--- src/charge_option_defines.vh ---
`ifndef CHARGE_OPTION_DEFINES_VH
`define CHARGE_OPTION_DEFINES_VH

// register address and reset value
`define CTRL_ADDR          8'h30
`define CTRL_RESET         8'h00

// field positions inside the control byte
`define BIT_REF_SEL        7
`define BIT_POLARITY       6
`define BIT_DEG_HI         5
`define BIT_DEG_LO         4
`define BIT_TRIP_DISABLE   3
`define BIT_PASS_THROUGH   2
`define BIT_SHIP_DISCHARGE 1
`define BIT_AUTO_WAKEUP    0

// deglitch codes
`define DEG_CODE_5US       2'h0
`define DEG_CODE_2MS       2'h1
`define DEG_CODE_20MS      2'h2
`define DEG_CODE_5S        2'h3

// clock and times in their own units
`define CLK_HZ             64'd10000000
`define DEG_CODE0_US       64'd5
`define DEG_CODE1_MS       64'd2
`define DEG_CODE2_MS       64'd20
`define DEG_CODE3_S        64'd5
`define SHIP_WINDOW_MS     64'd140
`define WAKE_LIMIT_MIN     64'd30

// short count stays here, long ones are top-level parameters
`define DEG_CODE0_CYC      (`DEG_CODE0_US * `CLK_HZ / 64'd1000000)

// timer width, enough for the 30 minute limit
`define TIMER_W            36

`endif

--- src/cycle_timer.v ---
`timescale 1ns/10ps
`include "charge_option_defines.vh"

// counts while run is high, raises done after limit cycles
module cycle_timer (
    // clock and reset
    input  wire                    clk,
    input  wire                    reset,
    // control
    input  wire                    run,
    input  wire [`TIMER_W-1:0]     limit,
    // status
    output reg                     done_q
);

    reg [`TIMER_W-1:0] count_q;

    // dropping run restarts the count from zero
    always @(posedge clk) begin
        if (reset || !run) begin
            count_q <= {`TIMER_W{1'b0}};
            done_q  <= 1'b0;
        end else if (count_q >= limit - {{(`TIMER_W-1){1'b0}}, 1'b1}) begin
            done_q  <= 1'b1;
        end else begin
            count_q <= count_q + {{(`TIMER_W-1){1'b0}}, 1'b1};
        end
    end

endmodule // cycle_timer

--- src/charge_option_control.v ---
`timescale 1ns/10ps
`include "charge_option_defines.vh"

// Notes on behaviour
// - reference select bit: 0 picks 2.3 V threshold (default), 1 picks 1.2 V
// - polarity 0: output low when input above; polarity 1: low when below
// - deglitch delays only falling edges of comparator output; rising passes at once
// - deglitch codes 00/01/10/11 give 5 us, 2 ms, 20 ms, 5 s; comparator enabled
// - trip with force-off enabled latches converter off and drops charger good
// - while latched, effective charge current forced zero; stored setting untouched
// - release needs comparator high first, then force-off bit cleared, in that order
// - pass-through enable defaults 0; writing 1 enables mode and bit self-clears
// - ship discharge bit set sinks about 20 mA from sense pin for 140 ms
// - at end of 140 ms window the ship discharge bit clears itself
// - host writing 0 to ship discharge bit stops discharge immediately
// - auto wakeup with battery below minimum charges at 256 mA, 30 minutes max
// - battery above minimum during auto wakeup ends charge and clears the bit
// - a write of the charge current register ends auto wakeup charging
module charge_option_control #(
    parameter [63:0] DEG1_CYC = `DEG_CODE1_MS * (`CLK_HZ / 64'd1000),
    parameter [63:0] DEG2_CYC = `DEG_CODE2_MS * (`CLK_HZ / 64'd1000),
    parameter [63:0] DEG3_CYC = `DEG_CODE3_S * `CLK_HZ,
    parameter [63:0] SHIP_CYC = `SHIP_WINDOW_MS * (`CLK_HZ / 64'd1000),
    parameter [63:0] WAKE_CYC = `WAKE_LIMIT_MIN * 64'd60 * `CLK_HZ
) (
    // clock and reset
    input  wire       clk,
    input  wire       reset,
    // byte access from the serial host engine
    input  wire [7:0] reg_addr,
    input  wire [7:0] reg_wdata,
    input  wire       reg_wr,
    input  wire       reg_rd,
    output reg  [7:0] reg_rdata_q,
    // write strobe of the charge current register
    input  wire       charge_current_write,
    // analog front end results, asynchronous
    input  wire       comparator_input_above_2v3,
    input  wire       comparator_input_above_1v2,
    input  wire       battery_below_minimum_system_voltage,
    // outputs to power stage and pins
    output reg        comparator_output_q,
    output reg        charger_good_indication_q,
    output reg        converter_latched_off_q,
    output reg        charge_current_force_zero_q,
    output reg        pass_through_mode_q,
    output reg        battery_sense_negative_pin_sink_q,
    output reg        auto_wakeup_charge_256ma_q
);

    // control fields
    reg        ref_sel_q;
    reg        polarity_q;
    reg  [1:0] deg_sel_q;
    reg        trip_disable_q;
    reg        pass_enable_q;
    reg        ship_req_q;
    reg        wake_en_q;
    reg        released_q;

    // synchronised analog inputs, three flip-flops, stable on agreement
    reg  [2:0] sync1_q;
    reg  [2:0] sync2_q;
    reg  [2:0] sync3_q;
    reg  [2:0] stable_q;
    wire [2:0] async_in = {battery_below_minimum_system_voltage,
                           comparator_input_above_1v2,
                           comparator_input_above_2v3};

    genvar g;
    generate
        for (g = 0; g < 3; g = g + 1) begin : gen_sync
            // a change counts only once stages two and three agree
            always @(posedge clk) begin
                if (reset) begin
                    sync1_q[g]  <= 1'b0;
                    sync2_q[g]  <= 1'b0;
                    sync3_q[g]  <= 1'b0;
                    stable_q[g] <= 1'b0;
                end else begin
                    sync1_q[g] <= async_in[g];
                    sync2_q[g] <= sync1_q[g];
                    sync3_q[g] <= sync2_q[g];
                    if (sync2_q[g] == sync3_q[g]) begin
                        stable_q[g] <= sync3_q[g];
                    end
                end
            end
        end
    endgenerate

    wire battery_low = stable_q[2];
    wire ctrl_wr     = reg_wr && (reg_addr == `CTRL_ADDR);

    // short deglitch count, cut to timer width on purpose
    localparam [63:0] DEG0_CYC = `DEG_CODE0_CYC;

    wire input_above = ref_sel_q ? stable_q[1] : stable_q[0];
    wire want_low    = polarity_q ? !input_above : input_above;

    reg [`TIMER_W-1:0] deg_limit;
    always @* begin
        case (deg_sel_q)
            `DEG_CODE_5US: deg_limit = DEG0_CYC[`TIMER_W-1:0];
            `DEG_CODE_2MS: deg_limit = DEG1_CYC[`TIMER_W-1:0];
            `DEG_CODE_20MS: deg_limit = DEG2_CYC[`TIMER_W-1:0];
            default: deg_limit = DEG3_CYC[`TIMER_W-1:0];
        endcase
    end

    wire deg_done;
    wire ship_done;
    wire wake_done;
    wire wake_active = wake_en_q && battery_low;

    // falling-edge qualifier, runs only while output high wants to go low
    cycle_timer u_deglitch (
        .clk    (clk),
        .reset  (reset),
        .run    (want_low && comparator_output_q),
        .limit  (deg_limit),
        .done_q (deg_done)
    );

    // ship discharge window
    cycle_timer u_ship (
        .clk    (clk),
        .reset  (reset),
        .run    (ship_req_q),
        .limit  (SHIP_CYC[`TIMER_W-1:0]),
        .done_q (ship_done)
    );

    // auto wakeup charge limit
    cycle_timer u_wake (
        .clk    (clk),
        .reset  (reset),
        .run    (wake_active),
        .limit  (WAKE_CYC[`TIMER_W-1:0]),
        .done_q (wake_done)
    );

    // comparator output; output is high when nothing wants it low
    always @(posedge clk) begin
        if (reset) begin
            comparator_output_q <= 1'b1;
        end else if (!want_low) begin
            comparator_output_q <= 1'b1;
        end else if (deg_done) begin
            comparator_output_q <= 1'b0;
        end
    end

    // control byte; host writes land after hardware clears, so a set wins
    always @(posedge clk) begin
        if (reset) begin
            ref_sel_q      <= 1'b0;
            polarity_q     <= 1'b0;
            deg_sel_q      <= `DEG_CODE_5US;
            trip_disable_q <= 1'b0;
            pass_enable_q  <= 1'b0;
            ship_req_q     <= 1'b0;
            wake_en_q      <= 1'b0;
        end else begin
            pass_enable_q <= 1'b0;
            if (ship_done) begin
                ship_req_q <= 1'b0;
            end
            if (wake_en_q && !battery_low) begin
                wake_en_q <= 1'b0;
            end
            if (wake_done) begin
                wake_en_q <= 1'b0;
            end
            if (charge_current_write) begin
                wake_en_q <= 1'b0;
            end
            if (ctrl_wr) begin
                ref_sel_q      <= reg_wdata[`BIT_REF_SEL];
                polarity_q     <= reg_wdata[`BIT_POLARITY];
                deg_sel_q      <= reg_wdata[`BIT_DEG_HI:`BIT_DEG_LO];
                trip_disable_q <= reg_wdata[`BIT_TRIP_DISABLE];
                pass_enable_q  <= reg_wdata[`BIT_PASS_THROUGH];
                // write 0 stops, write 1 starts a new window only if none is running
                ship_req_q     <= reg_wdata[`BIT_SHIP_DISCHARGE];
                wake_en_q      <= reg_wdata[`BIT_AUTO_WAKEUP];
            end
        end
    end

    // force-off latch and its two-step release
    always @(posedge clk) begin
        if (reset) begin
            converter_latched_off_q <= 1'b0;
            released_q              <= 1'b0;
        end else if (trip_disable_q && !comparator_output_q) begin
            converter_latched_off_q <= 1'b1;
            released_q              <= 1'b0;
        end else if (converter_latched_off_q) begin
            // comparator high first, then bit cleared
            if (released_q && !trip_disable_q) begin
                converter_latched_off_q <= 1'b0;
                released_q              <= 1'b0;
            end else if (comparator_output_q && trip_disable_q) begin
                released_q <= 1'b1;
            end
        end
    end

    // outputs that follow the latch and the timed actions
    always @(posedge clk) begin
        if (reset) begin
            charger_good_indication_q         <= 1'b1;
            charge_current_force_zero_q       <= 1'b0;
            pass_through_mode_q               <= 1'b0;
            battery_sense_negative_pin_sink_q <= 1'b0;
            auto_wakeup_charge_256ma_q        <= 1'b0;
        end else begin
            // charger good drops with the trip
            charger_good_indication_q <= !(converter_latched_off_q ||
                                           (trip_disable_q && !comparator_output_q));
            charge_current_force_zero_q <= converter_latched_off_q ||
                                           (trip_disable_q && !comparator_output_q);
            // mode held until reset; nothing else clears it
            if (pass_enable_q) begin
                pass_through_mode_q <= 1'b1;
            end
            battery_sense_negative_pin_sink_q <= ship_req_q && !ship_done;
            auto_wakeup_charge_256ma_q <= wake_active && !wake_done;
        end
    end

    // register read, one cycle later; unmapped reads return zero
    always @(posedge clk) begin
        if (reset) begin
            reg_rdata_q <= `CTRL_RESET;
        end else if (reg_rd) begin
            if (reg_addr == `CTRL_ADDR) begin
                reg_rdata_q <= {ref_sel_q, polarity_q, deg_sel_q, trip_disable_q,
                                pass_enable_q, ship_req_q, wake_en_q};
            end else begin
                reg_rdata_q <= 8'h00;
            end
        end
    end

endmodule // charge_option_control

--- config.mk ---
export PLATFORM = sky130hd
export DESIGN_NAME = charge_option_control
export DESIGN_NICKNAME = d
export VERILOG_FILES = /design/src/cycle_timer.v /design/src/charge_option_control.v
export VERILOG_INCLUDE_DIRS = /design/src
export SDC_FILE = /design/constraint.sdc
export NUM_CORES = 1
export LEC_CHECK = 0
export BUFFER_PORTS_ARGS = -buffer_cell sky130_fd_sc_hd__buf_2
export CORE_ASPECT_RATIO = 0.5
export CORE_MARGIN = 2
export CORE_UTILIZATION = 50
export CTS_CLUSTER_DIAMETER = 60
export CTS_CLUSTER_SIZE = 25
export DETAILED_ROUTE_END_ITERATION = 10
export MAX_ROUTING_LAYER = met4
export PLACE_DENSITY = 0.67
export SLEW_MARGIN = 20
export SYNTH_ARGS = -nofsm -noshare
export SYNTH_HDL_FRONTEND = slang
export SYNTH_SLANG_ARGS = --single-unit
--- constraint.sdc ---
create_clock -name clk -period 3.37 [get_ports clk]
set_input_delay 0.674 -clock clk [delete_from_list [all_inputs] [get_ports clk]]
set_output_delay 0.674 -clock clk [all_outputs]
set_load 0.005 [all_outputs]
==> metrics.txt, run 1 <==
total CTS buffers 17; final hold viol count 0; die area 0.0151 mm2; Peak Freq 326 MHz; predominant post-synthesis flop cell dfxtp_1; Die Ht 87.8 um; ANT nets after route 0; reg2reg setup slack 300 ps; global route total overflow 0; WL final 14.0 mm; Worst R2R Path Depth 11; area of the core 0.0136 mm2; Crit. path cell count 11; Syn Area/Cell 8.81 um2; Power Total 3.59 mW; crit path to u_deglitch.count_q[9]; drt drc 0; CP startpoint deg_sel_q[1]; vias per cell 5.55; FF-to-FF Start deg_sel_q[1]; post-synthesis register bit count 147; CTS max path bufs 2; Cell variety after synth 55; Final min period 3070 ps; critical path required time 3700 ps; setup_tns 0 ps; min-delay worst type register to register; Cells after DPL 1,002; vias in the first global route 5,355; Root Buffer clkbuf_16; initial antenna violation count 0; sequential element share of the synthesized area 41.9%; Mapped Cells 798; synth top area cells dfxtp_1, ha_1, nor2_1; RSZ-0062 raised after global routing no; initial core utilization 51.6%; htree depth 4; CP Capture Type register; family with the most delay on the worst path simple AND/OR/NAND/NOR gates; CTS tree yes; clk sinks 147; Post-Syn Area 0.00703 mm2; Post-synth EDFFs 0; final HPWL from detailed placement 9.35 mm; Buf/Inv on CP 3; outcome completed; ant diodes 0; Reg clk slew, reported paths 60 ps; slowest stage cell, crit path or4_1; crit path DAT 3400 ps; Via Count 5,731; number of cell rows 30; fin cells 1,033; Final Wtd Congestion 0.816; wire length per cell 13.6 um; Crit Path Max Fanout 21; Async SR Flop Fraction 0%; share of the synthesized area in the top cell type 41.9%; IO Port Bufs 38; post-synth top area cell dfxtp_1; drt first pass iters 5; CP Launch Type register; Slew Limit Headroom 51.2%; layout cells sized above 1 11.7%; fin crit share 91.1%; Clock Latency Late Sink 420 ps; first-pass GRT wire length 24.7 mm; Total GRT Usage 20.6%; final net count 888; Post-CTS Setup Bufs 0; Pwr Density 452 mW/mm2; critical path class register to register; IO Count 39; Final Max Tran Viols 0; Ys Warns 0; maximum VDD drop 0.000321 V; chip width 172 um; P&R area growth vs syn 13.2%; Worst-Margin Slew 732 ps; DRT iter0 DRCs 351; Leak Pwr 2.95 nW; final setup vio count 0; worst flop-to-flop path endpoint u_deglitch.count_q[9]; largest net degree at the start of global routing 41; crit path cell chain inv_1 -> ha_1 -> inv_1 -> ha_1 -> o21ai_0 -> nor2_1 -> or3_1 -> o211a_1 -> buf_4 -> or4_1 -> a21oi_1; crit-path max cell delay 490 ps; Max-cap violations 0; clk_skew 12.8 ps
-- what timing repair did --
item,4_1_cts,5_1_grt
hold buffers,0,0
resized for setup,0,1
endpoints found under the setup margin,0,1
-- routing by layer --
layer | GRT usage, % | share of wire, % | up-vias
met5 | - | 0 | -
met4 | 6.47 | 1.0 | 0
met3 | 3.89 | 2.5 | 18
met2 | 32.8 | 46 | 72
met1 | 26.6 | 50 | 2686
li1 | - | - | 2955
-- synthesized netlist by cell type, types with 11 or more instances --
| cell type | instances |
|---|---|
| nor3_1 | 17 |
| xor2_1 | 20 |
| nor2b_1 | 11 |
| nand4_1 | 34 |
| dfxtp_1 | 147 |
| nand2b_1 | 27 |
| nand3_1 | 49 |
| nor2_1 | 69 |
| o31ai_1 | 24 |
| clkbuf_1 | 31 |
| and2_1 | 31 |
| nand2_1 | 56 |
| o21ai_0 | 11 |
| o311ai_0 | 11 |
| or4_1 | 19 |
| a21oi_1 | 49 |
| xnor2_1 | 25 |
| inv_1 | 15 |
| ha_1 | 35 |
| and3_1 | 20 |
-- per-stage QoR --
step	setup slack, ps	utilization (%)	hold WS, ps	cell area, um2
floorplan	441	-	404	7030
global placement	388	54.2	421	7380
detailed placement	305	54.2	421	7380
CTS	261	58.4	435	7950
global route	33.3	58.4	446	7950
finish	300	58.4	433	7950
-- sequential cells by signal, indices dropped and copies added, names as in the netlist, 2 cells and up --
register / cells
sync3_q: 3
u_wake.count_q: 36
u_ship.count_q: 36
stable_q: 2
deg_sel_q: 2
reg_rdata_q: 8
sync1_q: 3
sync2_q: 3
u_deglitch.count_q: 36
-- kinds of logic (layout without fill, tap and decap cells) --
logic type | count (synthesis) | after routing | synth area share, %
XOR/XNOR | 45 | 45 | 5.61
AND/OR/NAND/NOR | 372 | 372 | 28.8
other | 1 | 2 | 0.0534
buffers and inverters | 57 | 99 | 3.63
adder cells (fa/ha/maj) | 35 | 35 | 6.23
multiplexers | 7 | 7 | 0.997
AO/OA/AOI/OAI | 134 | 134 | 12.8
flip-flops | 147 | 147 | 41.9
-- layout make-up --
| class | count | area [um2] |
|---|---|---|
| clock buffers | 20 | 467 |
| clock inverters | 11 | 103 |
| fillers | 1221 | 5670 |
| inverters | 15 | 56.3 |
| multi-input cells | 595 | 3840 |
| flip-flops and latches | 147 | 2940 |
| well taps | 192 | 240 |
| repair buffers | 53 | 303 |
-- worst reg2reg max path: stages, from the launching register on --
cell     delay [ps]
dfxtp_1         430
inv_1           130
ha_1            290
inv_1            50
ha_1            280
o21ai_0         150
nor2_1           50
or3_1           380
o211a_1         330
buf_4           240
or4_1           490
a21oi_1         150
-- cell usage in the layout, fill, tap and decap left out, types with 5 or more instances in the layout --
cell type  instances
a2111oi_0          6
a211oi_1           7
a21o_1             5
a21oi_1           49
and2_1            31
and3_1            20
and4_1             7
buf_2             38
buf_4             15
clkbuf_16         17
dfxtp_1          146
ha_1              35
inv_1             15
mux2i_1            7
nand2_1           56
nand2b_1          27
nand3_1           49
nand4_1           34
nor2_1            69
nor2b_1           10
nor3_1            17
nor4_1             9
o21ai_0           11
o311ai_0          11
o31ai_1           24
or4_1             19
xnor2_1           25
xor2_1            20
-- where the power goes --
| part | switching [mW] | internal (mW) | total, mW | leakage, nW |
|---|---|---|---|---|
| logic | 0.0186 | 0.0175 | 0.0361 | 1.49 |
| registers | 0.00156 | 1.74 | 1.74 | 1.19 |
| clock network | 0.739 | 1.07 | 1.81 | 0.275 |
-- worst min-delay path by stage --
stage / from / cells after the start / end
floorplan: u_ship.done_q / 1 / battery_sense_negative_pin_sink_q
global placement: released_q / 1 / converter_latched_off_q
detailed placement: sync1_q[0] / 1 / sync2_q[0]
CTS: sync1_q[0] / 1 / sync2_q[0]
global route: u_ship.done_q / 1 / battery_sense_negative_pin_sink_q
finish: sync1_q[0] / 1 / sync2_q[0]
(Power assumes the default switching activity.)
==> run 2: changes to the inputs <==
--- a/config.mk
+++ b/config.mk
@@ -13,6 +13,7 @@
 export CTS_CLUSTER_DIAMETER = 60
 export CTS_CLUSTER_SIZE = 25
 export DETAILED_ROUTE_END_ITERATION = 10
+export GPL_ROUTABILITY_DRIVEN = 1
 export MAX_ROUTING_LAYER = met4
 export PLACE_DENSITY = 0.67
 export SLEW_MARGIN = 20
==> constraint.sdc (replaced) <==
create_clock -name clk -period 3.4 [get_ports clk]
set_input_delay 0.68 -clock clk [delete_from_list [all_inputs] [get_ports clk]]
set_output_delay 0.68 -clock clk [all_outputs]
set_load 0.005 [all_outputs]
==> run 2 against run 1 <==
Clock power barely moved. Final cell count about the same. Maximum frequency decreased by 1.8%. Final area is 0.13% lower. Clock-buffer cell count shrank 2. Largest cell class unchanged.
==> metrics.txt, run 2 (synthesis results as in run 1) <==
crit path DAT 3460 ps (+60 ps); Seq pwr share 47.9% (-0.6 points); Via Count 5,772 (+0.72%); Root Buffer clkbuf_16; total CTS buffers 17 (unchanged); fin crit share 91.9% (+0.84 points); setup ws final 274 ps (-25.9 ps); GR Layer Usage met2 34.0% (+1.1 points); clk sinks 147 (unchanged); Internal 2.78 mW (-2.0%); CTS hold repair buffers 0 (unchanged); most used routing layer met2; final HPWL from detailed placement 9.43 mm (+0.86%); CP Capture Type register; fin cells 1,032 (-0.097%); leading registers by flop count u_deglitch.count_q (36), u_ship.count_q (36), u_wake.count_q (36); htree depth 4 (unchanged); most common cell after layout, fill and taps aside dfxtp_1; IO Port Bufs 38 (unchanged); area of the core 0.0136 mm2 (unchanged); commonest non-fill, non-tap cells in the layout dfxtp_1, nor2_1, nand2_1; Reg clk slew, reported paths 70 ps (about the same); chip width 172 um (unchanged); Crit Path Max Fanout 21 (unchanged); critical path required time 3730 ps (+30 ps); hold path start released_q; Slew Limit Headroom 50.2% (-1.0 points); ANT nets after route 0 (unchanged); layout cells sized above 1 11.4% (-0.22 points); FF-to-FF Start deg_sel_q[1]; Gate power share 1.0% (about the same); initial antenna violation count 0 (unchanged); Multi-input gate area 0.00384 mm2 (unchanged); WL final 14.5 mm (+3.2%); maximum VDD drop 0.000263 V (-18%); met3 usage 5.24% (+1.4 points); ant diodes 0 (unchanged); drt first pass iters 4 (-1); Final Max Tran Viols 0 (unchanged); Worst R2R Path Depth 11 (unchanged); first-pass GRT wire length 24.7 mm (+0.22%); grt met1 use 26.2% (-0.43 points); Hold EP converter_latched_off_q; vias per cell 5.59 (+0.81%); post-place setup slack 261 ps (-43.2 ps); vias in the first global route 5,312 (-0.80%); Die Ht 87.8 um (unchanged); Post-DP Area 0.00737 mm2 (-0.20%); worst flop-to-flop path endpoint u_deglitch.count_q[11]; RSZ-0062 raised after global routing no; Hold Crit Depth 1 (unchanged); reg2reg setup slack 270 ps (-30 ps); clk_skew 9.68 ps (-3.11 ps); fin area 0.00794 mm2 (-0.13%); combined flip-flop and latch cell area 0.00294 mm2 (unchanged); CTS max path bufs 2 (unchanged); drt drc 0 (unchanged); min-delay worst type register to register; Pwr Density 454 mW/mm2 (+0.43%); Worst-Margin Slew 747 ps (+15.1 ps); final setup vio count 0 (unchanged); initial core utilization 51.6% (unchanged); setup_tns 0 ps (unchanged); # fillers 1,189 (-2.6%); number of cell rows 30 (unchanged); Sw Pwr 827 uW (+8.9%); global route total overflow 0 (unchanged); Total GRT Usage 21.0% (+0.39 points); Cells after DPL 1,000 (-0.20%); outcome completed; CTS tree yes; Clk pwr share 51.1% (+0.6 points); P&R area growth vs syn 13.1%; critical path class register to register; post-route core utilization 58.3% (-0.074 points); IO Count 39 (unchanged); switching portion of total power 23.0% (+1.8 points); Peak Freq 320 MHz (-1.8%); final net count 886 (-0.23%); die area 0.0151 mm2 (unchanged); Max-cap violations 0 (unchanged); Clock Latency Late Sink 420 ps (about the same); CP Launch Type register; final hold viol count 0 (unchanged); largest net degree at the start of global routing 41 (unchanged); DRT iter0 DRCs 393 (+12%); Final min period 3130 ps (+55.9 ps); wire length per cell 14.0 um (+3.3%); Leak Pwr 2.94 nW (-0.22%); Final Wtd Congestion 0.803 (-1.5%)
[run 2: cell count changes in the layout (fill, tap and decap cells not counted), sizes merged]
| cell | delta |
|---|---|
| clkinvlp | -1 |
| inv | +5 |
| buf | -2 |
| clkinv | -1 |
| clkbuf | -2 |
[run 2: power groups by stage]
stage	Clock, mW	Sequential, mW	Combinational, mW
5_1_grt	1.95	1.73	0.0391
3_3_place_gp	0	1.77	0.0346
3_5_place_dp	0	1.77	0.0353
2_1_floorplan	0	1.77	0.0176
4_1_cts	1.88	1.73	0.0354
6_report	1.84	1.73	0.0353
[run 2: final cells by class]
cell class / count / area share [%]
clock inverter: 14 / 1.83
clock buffer: 18 / 5.40
sequential: 147 / 37.1
multi-input combinational: 595 / 48.4
tap: 192 / 3.02
timing repair buffer: 51 / 3.62
inverter: 15 / 0.709
[run 2: metal layers]
metal	part of all wire, %	vias up
li1	-	2953
met1	50	2722
met2	46	80
met3	3.4	17
met4	0.90	0
met5	0	-
[run 2: how the worst max path moves through the flow]
| stage | startpoint | end | slack (ps) |
|---|---|---|---|
| 5_1_grt | deg_sel_q[1] | u_deglitch.count_q[11] | 60 |
| 4_1_cts | deg_sel_q[0] | u_deglitch.count_q[11] | 230 |
| 2_1_floorplan | deg_sel_q[0] | u_deglitch.count_q[19] | 470 |
| 6_report | deg_sel_q[1] | u_deglitch.count_q[11] | 270 |
| 3_5_place_dp | deg_sel_q[0] | u_deglitch.count_q[9] | 260 |
| 3_3_place_gp | deg_sel_q[0] | u_deglitch.count_q[6] | 420 |
[run 2: through the flow]
stage	hold slack [ps]	total power, mW
finish	433	3.60
floorplan	404	1.78
global placement	422	1.80
CTS	433	3.64
detailed placement	424	1.80
global route	450	3.72
[run 2: what timing repair did]
| item | 4_1_cts | 5_1_grt |
|---|---|---|
| endpoints found under the setup margin | 0 | 5 |
| resized for setup | 0 | 1 |
| setup buffers | 0 | 0 |
[run 2: worst max-delay path, cell delays in order (launching register included)]
cell and delay [ps]:
dfxtp_1 430, inv_1 130, ha_1 290, inv_1 50, ha_1 190, a211oi_1 250, nor2_1 80, or3_1 360
o211a_1 340, buf_4 250, or4_1 470, a21oi_1 190
==> run 3: changes to the inputs <==
==> constraint.sdc (replaced) <==
create_clock -name clk -period 4.03 [get_ports clk]
set_input_delay 0.806 -clock clk [delete_from_list [all_inputs] [get_ports clk]]
set_output_delay 0.806 -clock clk [all_outputs]
set_load 0.005 [all_outputs]
==> run 3 against run 2 <==
Worst setup slack improved by 350 ps. Final area fell by 0.27%. Via count fell by 0.81%. Sequential share of layout area rose by 0.084 points. Critical endpoint is now u_deglitch.count_q[21]. Largest power group unchanged. Clock skew barely moved. Clock-buffer cell count rose by 1.
==> metrics.txt, run 3 (synthesis results as in run 1) <==
Final Max Tran Viols 0 (unchanged); IO Port Bufs 38 (unchanged); wire length per cell 13.8 um (-1.8%); leading registers by flop count u_deglitch.count_q (36), u_ship.count_q (36), u_wake.count_q (36); Max-cap violations 0 (unchanged); die area 0.0151 mm2 (unchanged); min-delay worst type register to register; CP Launch Type register; most used routing layer met2; WL final 14.2 mm (-2.1%); P&R area growth vs syn 12.7%; ANT nets after route 0 (unchanged); Worst R2R Path Depth 10 (-1); outcome completed; setup_tns 0 ps (unchanged); htree depth 4 (unchanged); Hold EP battery_sense_negative_pin_sink_q; critical path class register to register; Via Count 5,725 (-0.81%); final setup vio count 0 (unchanged); ant diodes 0 (unchanged); first-pass GRT wire length 24.5 mm (-0.78%); GR Layer Usage met2 34.1% (+0.15 points); reg2reg setup slack 620 ps (+350 ps); Post-CTS Setup Bufs 0 (unchanged); CP Capture Type register; Final Wtd Congestion 0.774 (-3.6%); Worst-Margin Slew 1060 ps (+316 ps); area of the core 0.0136 mm2 (unchanged); Power Total 3.03 mW (-16%); final net count 883 (-0.34%); RSZ-0062 raised after global routing no; DRT iter0 DRCs 333 (-15%); clk sinks 147 (unchanged); Root Buffer clkbuf_16; initial core utilization 51.6% (unchanged); combined flip-flop and latch cell area 0.00294 mm2 (about the same); post-place setup slack 681 ps (+419 ps); Multi-input gate area 0.00384 mm2 (unchanged); chip width 172 um (unchanged); post-route core utilization 58.1% (-0.16 points); Leak Pwr 2.93 nW (-0.48%); Resized Gates After CTS 0 (unchanged); vias per cell 5.57 (-0.43%); vias in the first global route 5,316 (+0.075%); setup ws final 624 ps (+350 ps); worst flop-to-flop path endpoint u_deglitch.count_q[21]; Pwr Density 382 mW/mm2 (-16%); fin crit share 84.5% (-7.4 points); critical path required time 4330 ps (+600 ps); drt first pass iters 5 (+1); Reg clk slew, reported paths 60 ps (about the same); Clock Latency Late Sink 420 ps (about the same); IO Count 39 (unchanged); CTS tree yes; clk_skew 9.62 ps (-0.0572 ps); CTS hold repair buffers 0 (unchanged); commonest non-fill, non-tap cells in the layout dfxtp_1, nor2_1, nand2_1; hold_ws 435 ps (+1.45 ps); number of cell rows 30 (unchanged); Crit Path Max Fanout 36 (+71%); Post-DP Area 0.00735 mm2 (-0.31%); Die Ht 87.8 um (unchanged); total CTS buffers 17 (unchanged); most common cell after layout, fill and taps aside dfxtp_1; maximum VDD drop 0.000274 V (+4.3%); # fillers 1,237 (+4.0%); crit path DAT 3700 ps (+240 ps); layout cells sized above 1 10.9% (-0.54 points); Final min period 3410 ps (+280 ps); final hold viol count 0 (unchanged); fin cells 1,028 (-0.39%); initial antenna violation count 0 (unchanged); largest net degree at the start of global routing 39 (-4.9%); Hold Crit Depth 1 (unchanged); fin area 0.00792 mm2 (-0.27%); Total GRT Usage 20.8% (-0.19 points); global route total overflow 0 (unchanged); CTS max path bufs 2 (unchanged); hold path start u_ship.done_q; drt drc 0 (unchanged); Cells after DPL 997 (-0.30%); final HPWL from detailed placement 9.46 mm (+0.28%); grt met1 use 25.6% (-0.52 points); Slew Limit Headroom 29.1% (-21 points); met3 usage 4.20% (-1.0 points); Peak Freq 294 MHz (-8.2%); FF-to-FF Start deg_sel_q[0]
==> run 3: layout make-up <==
type / count / share of cell area, %
tap: 192 / 3.03
multi-input combinational: 595 / 48.5
clock inverter: 12 / 1.69
clock buffer: 19 / 5.59
sequential: 147 / 37.1
inverter: 15 / 0.711
timing repair buffer: 48 / 3.35
==> run 3: report_power, final <==
group          switching (mW)  internal, mW  total (mW)
Sequential            0.00137          1.46        1.46
Combinational          0.0154        0.0146      0.0300
Clock                   0.616         0.926        1.54
==> run 3: worst max-delay path, stage by stage (launching register included) <==
cell and delay (ps):
dfxtp_1 450, inv_1 170, ha_1 310, inv_1 50, ha_1 280, o21ai_0 160, nor2_1 50, or3_1 360
o211a_1 630, or4_1 690, mux2i_1 140
==> run 3: routing by layer <==
| layer | up-vias | part of all wire (%) |
|---|---|---|
| met3 | 18 | 3.0 |
| met5 | - | 0 |
| met2 | 81 | 46 |
| met4 | 0 | 1.3 |
| met1 | 2674 | 50 |
| li1 | 2952 | - |
==> run 3: worst max path at each step <==
stage	startpoint	endpoint	slack [ps]	cells past startpoint
after floorplan	deg_sel_q[0]	u_deglitch.count_q[19]	1100	11
after global placement	deg_sel_q[0]	u_deglitch.count_q[21]	750	10
after detailed placement	deg_sel_q[0]	u_deglitch.count_q[21]	680	10
after CTS	deg_sel_q[0]	u_deglitch.count_q[21]	670	10
after global routing	deg_sel_q[0]	u_deglitch.count_q[21]	400	10
final	deg_sel_q[0]	u_deglitch.count_q[21]	620	10
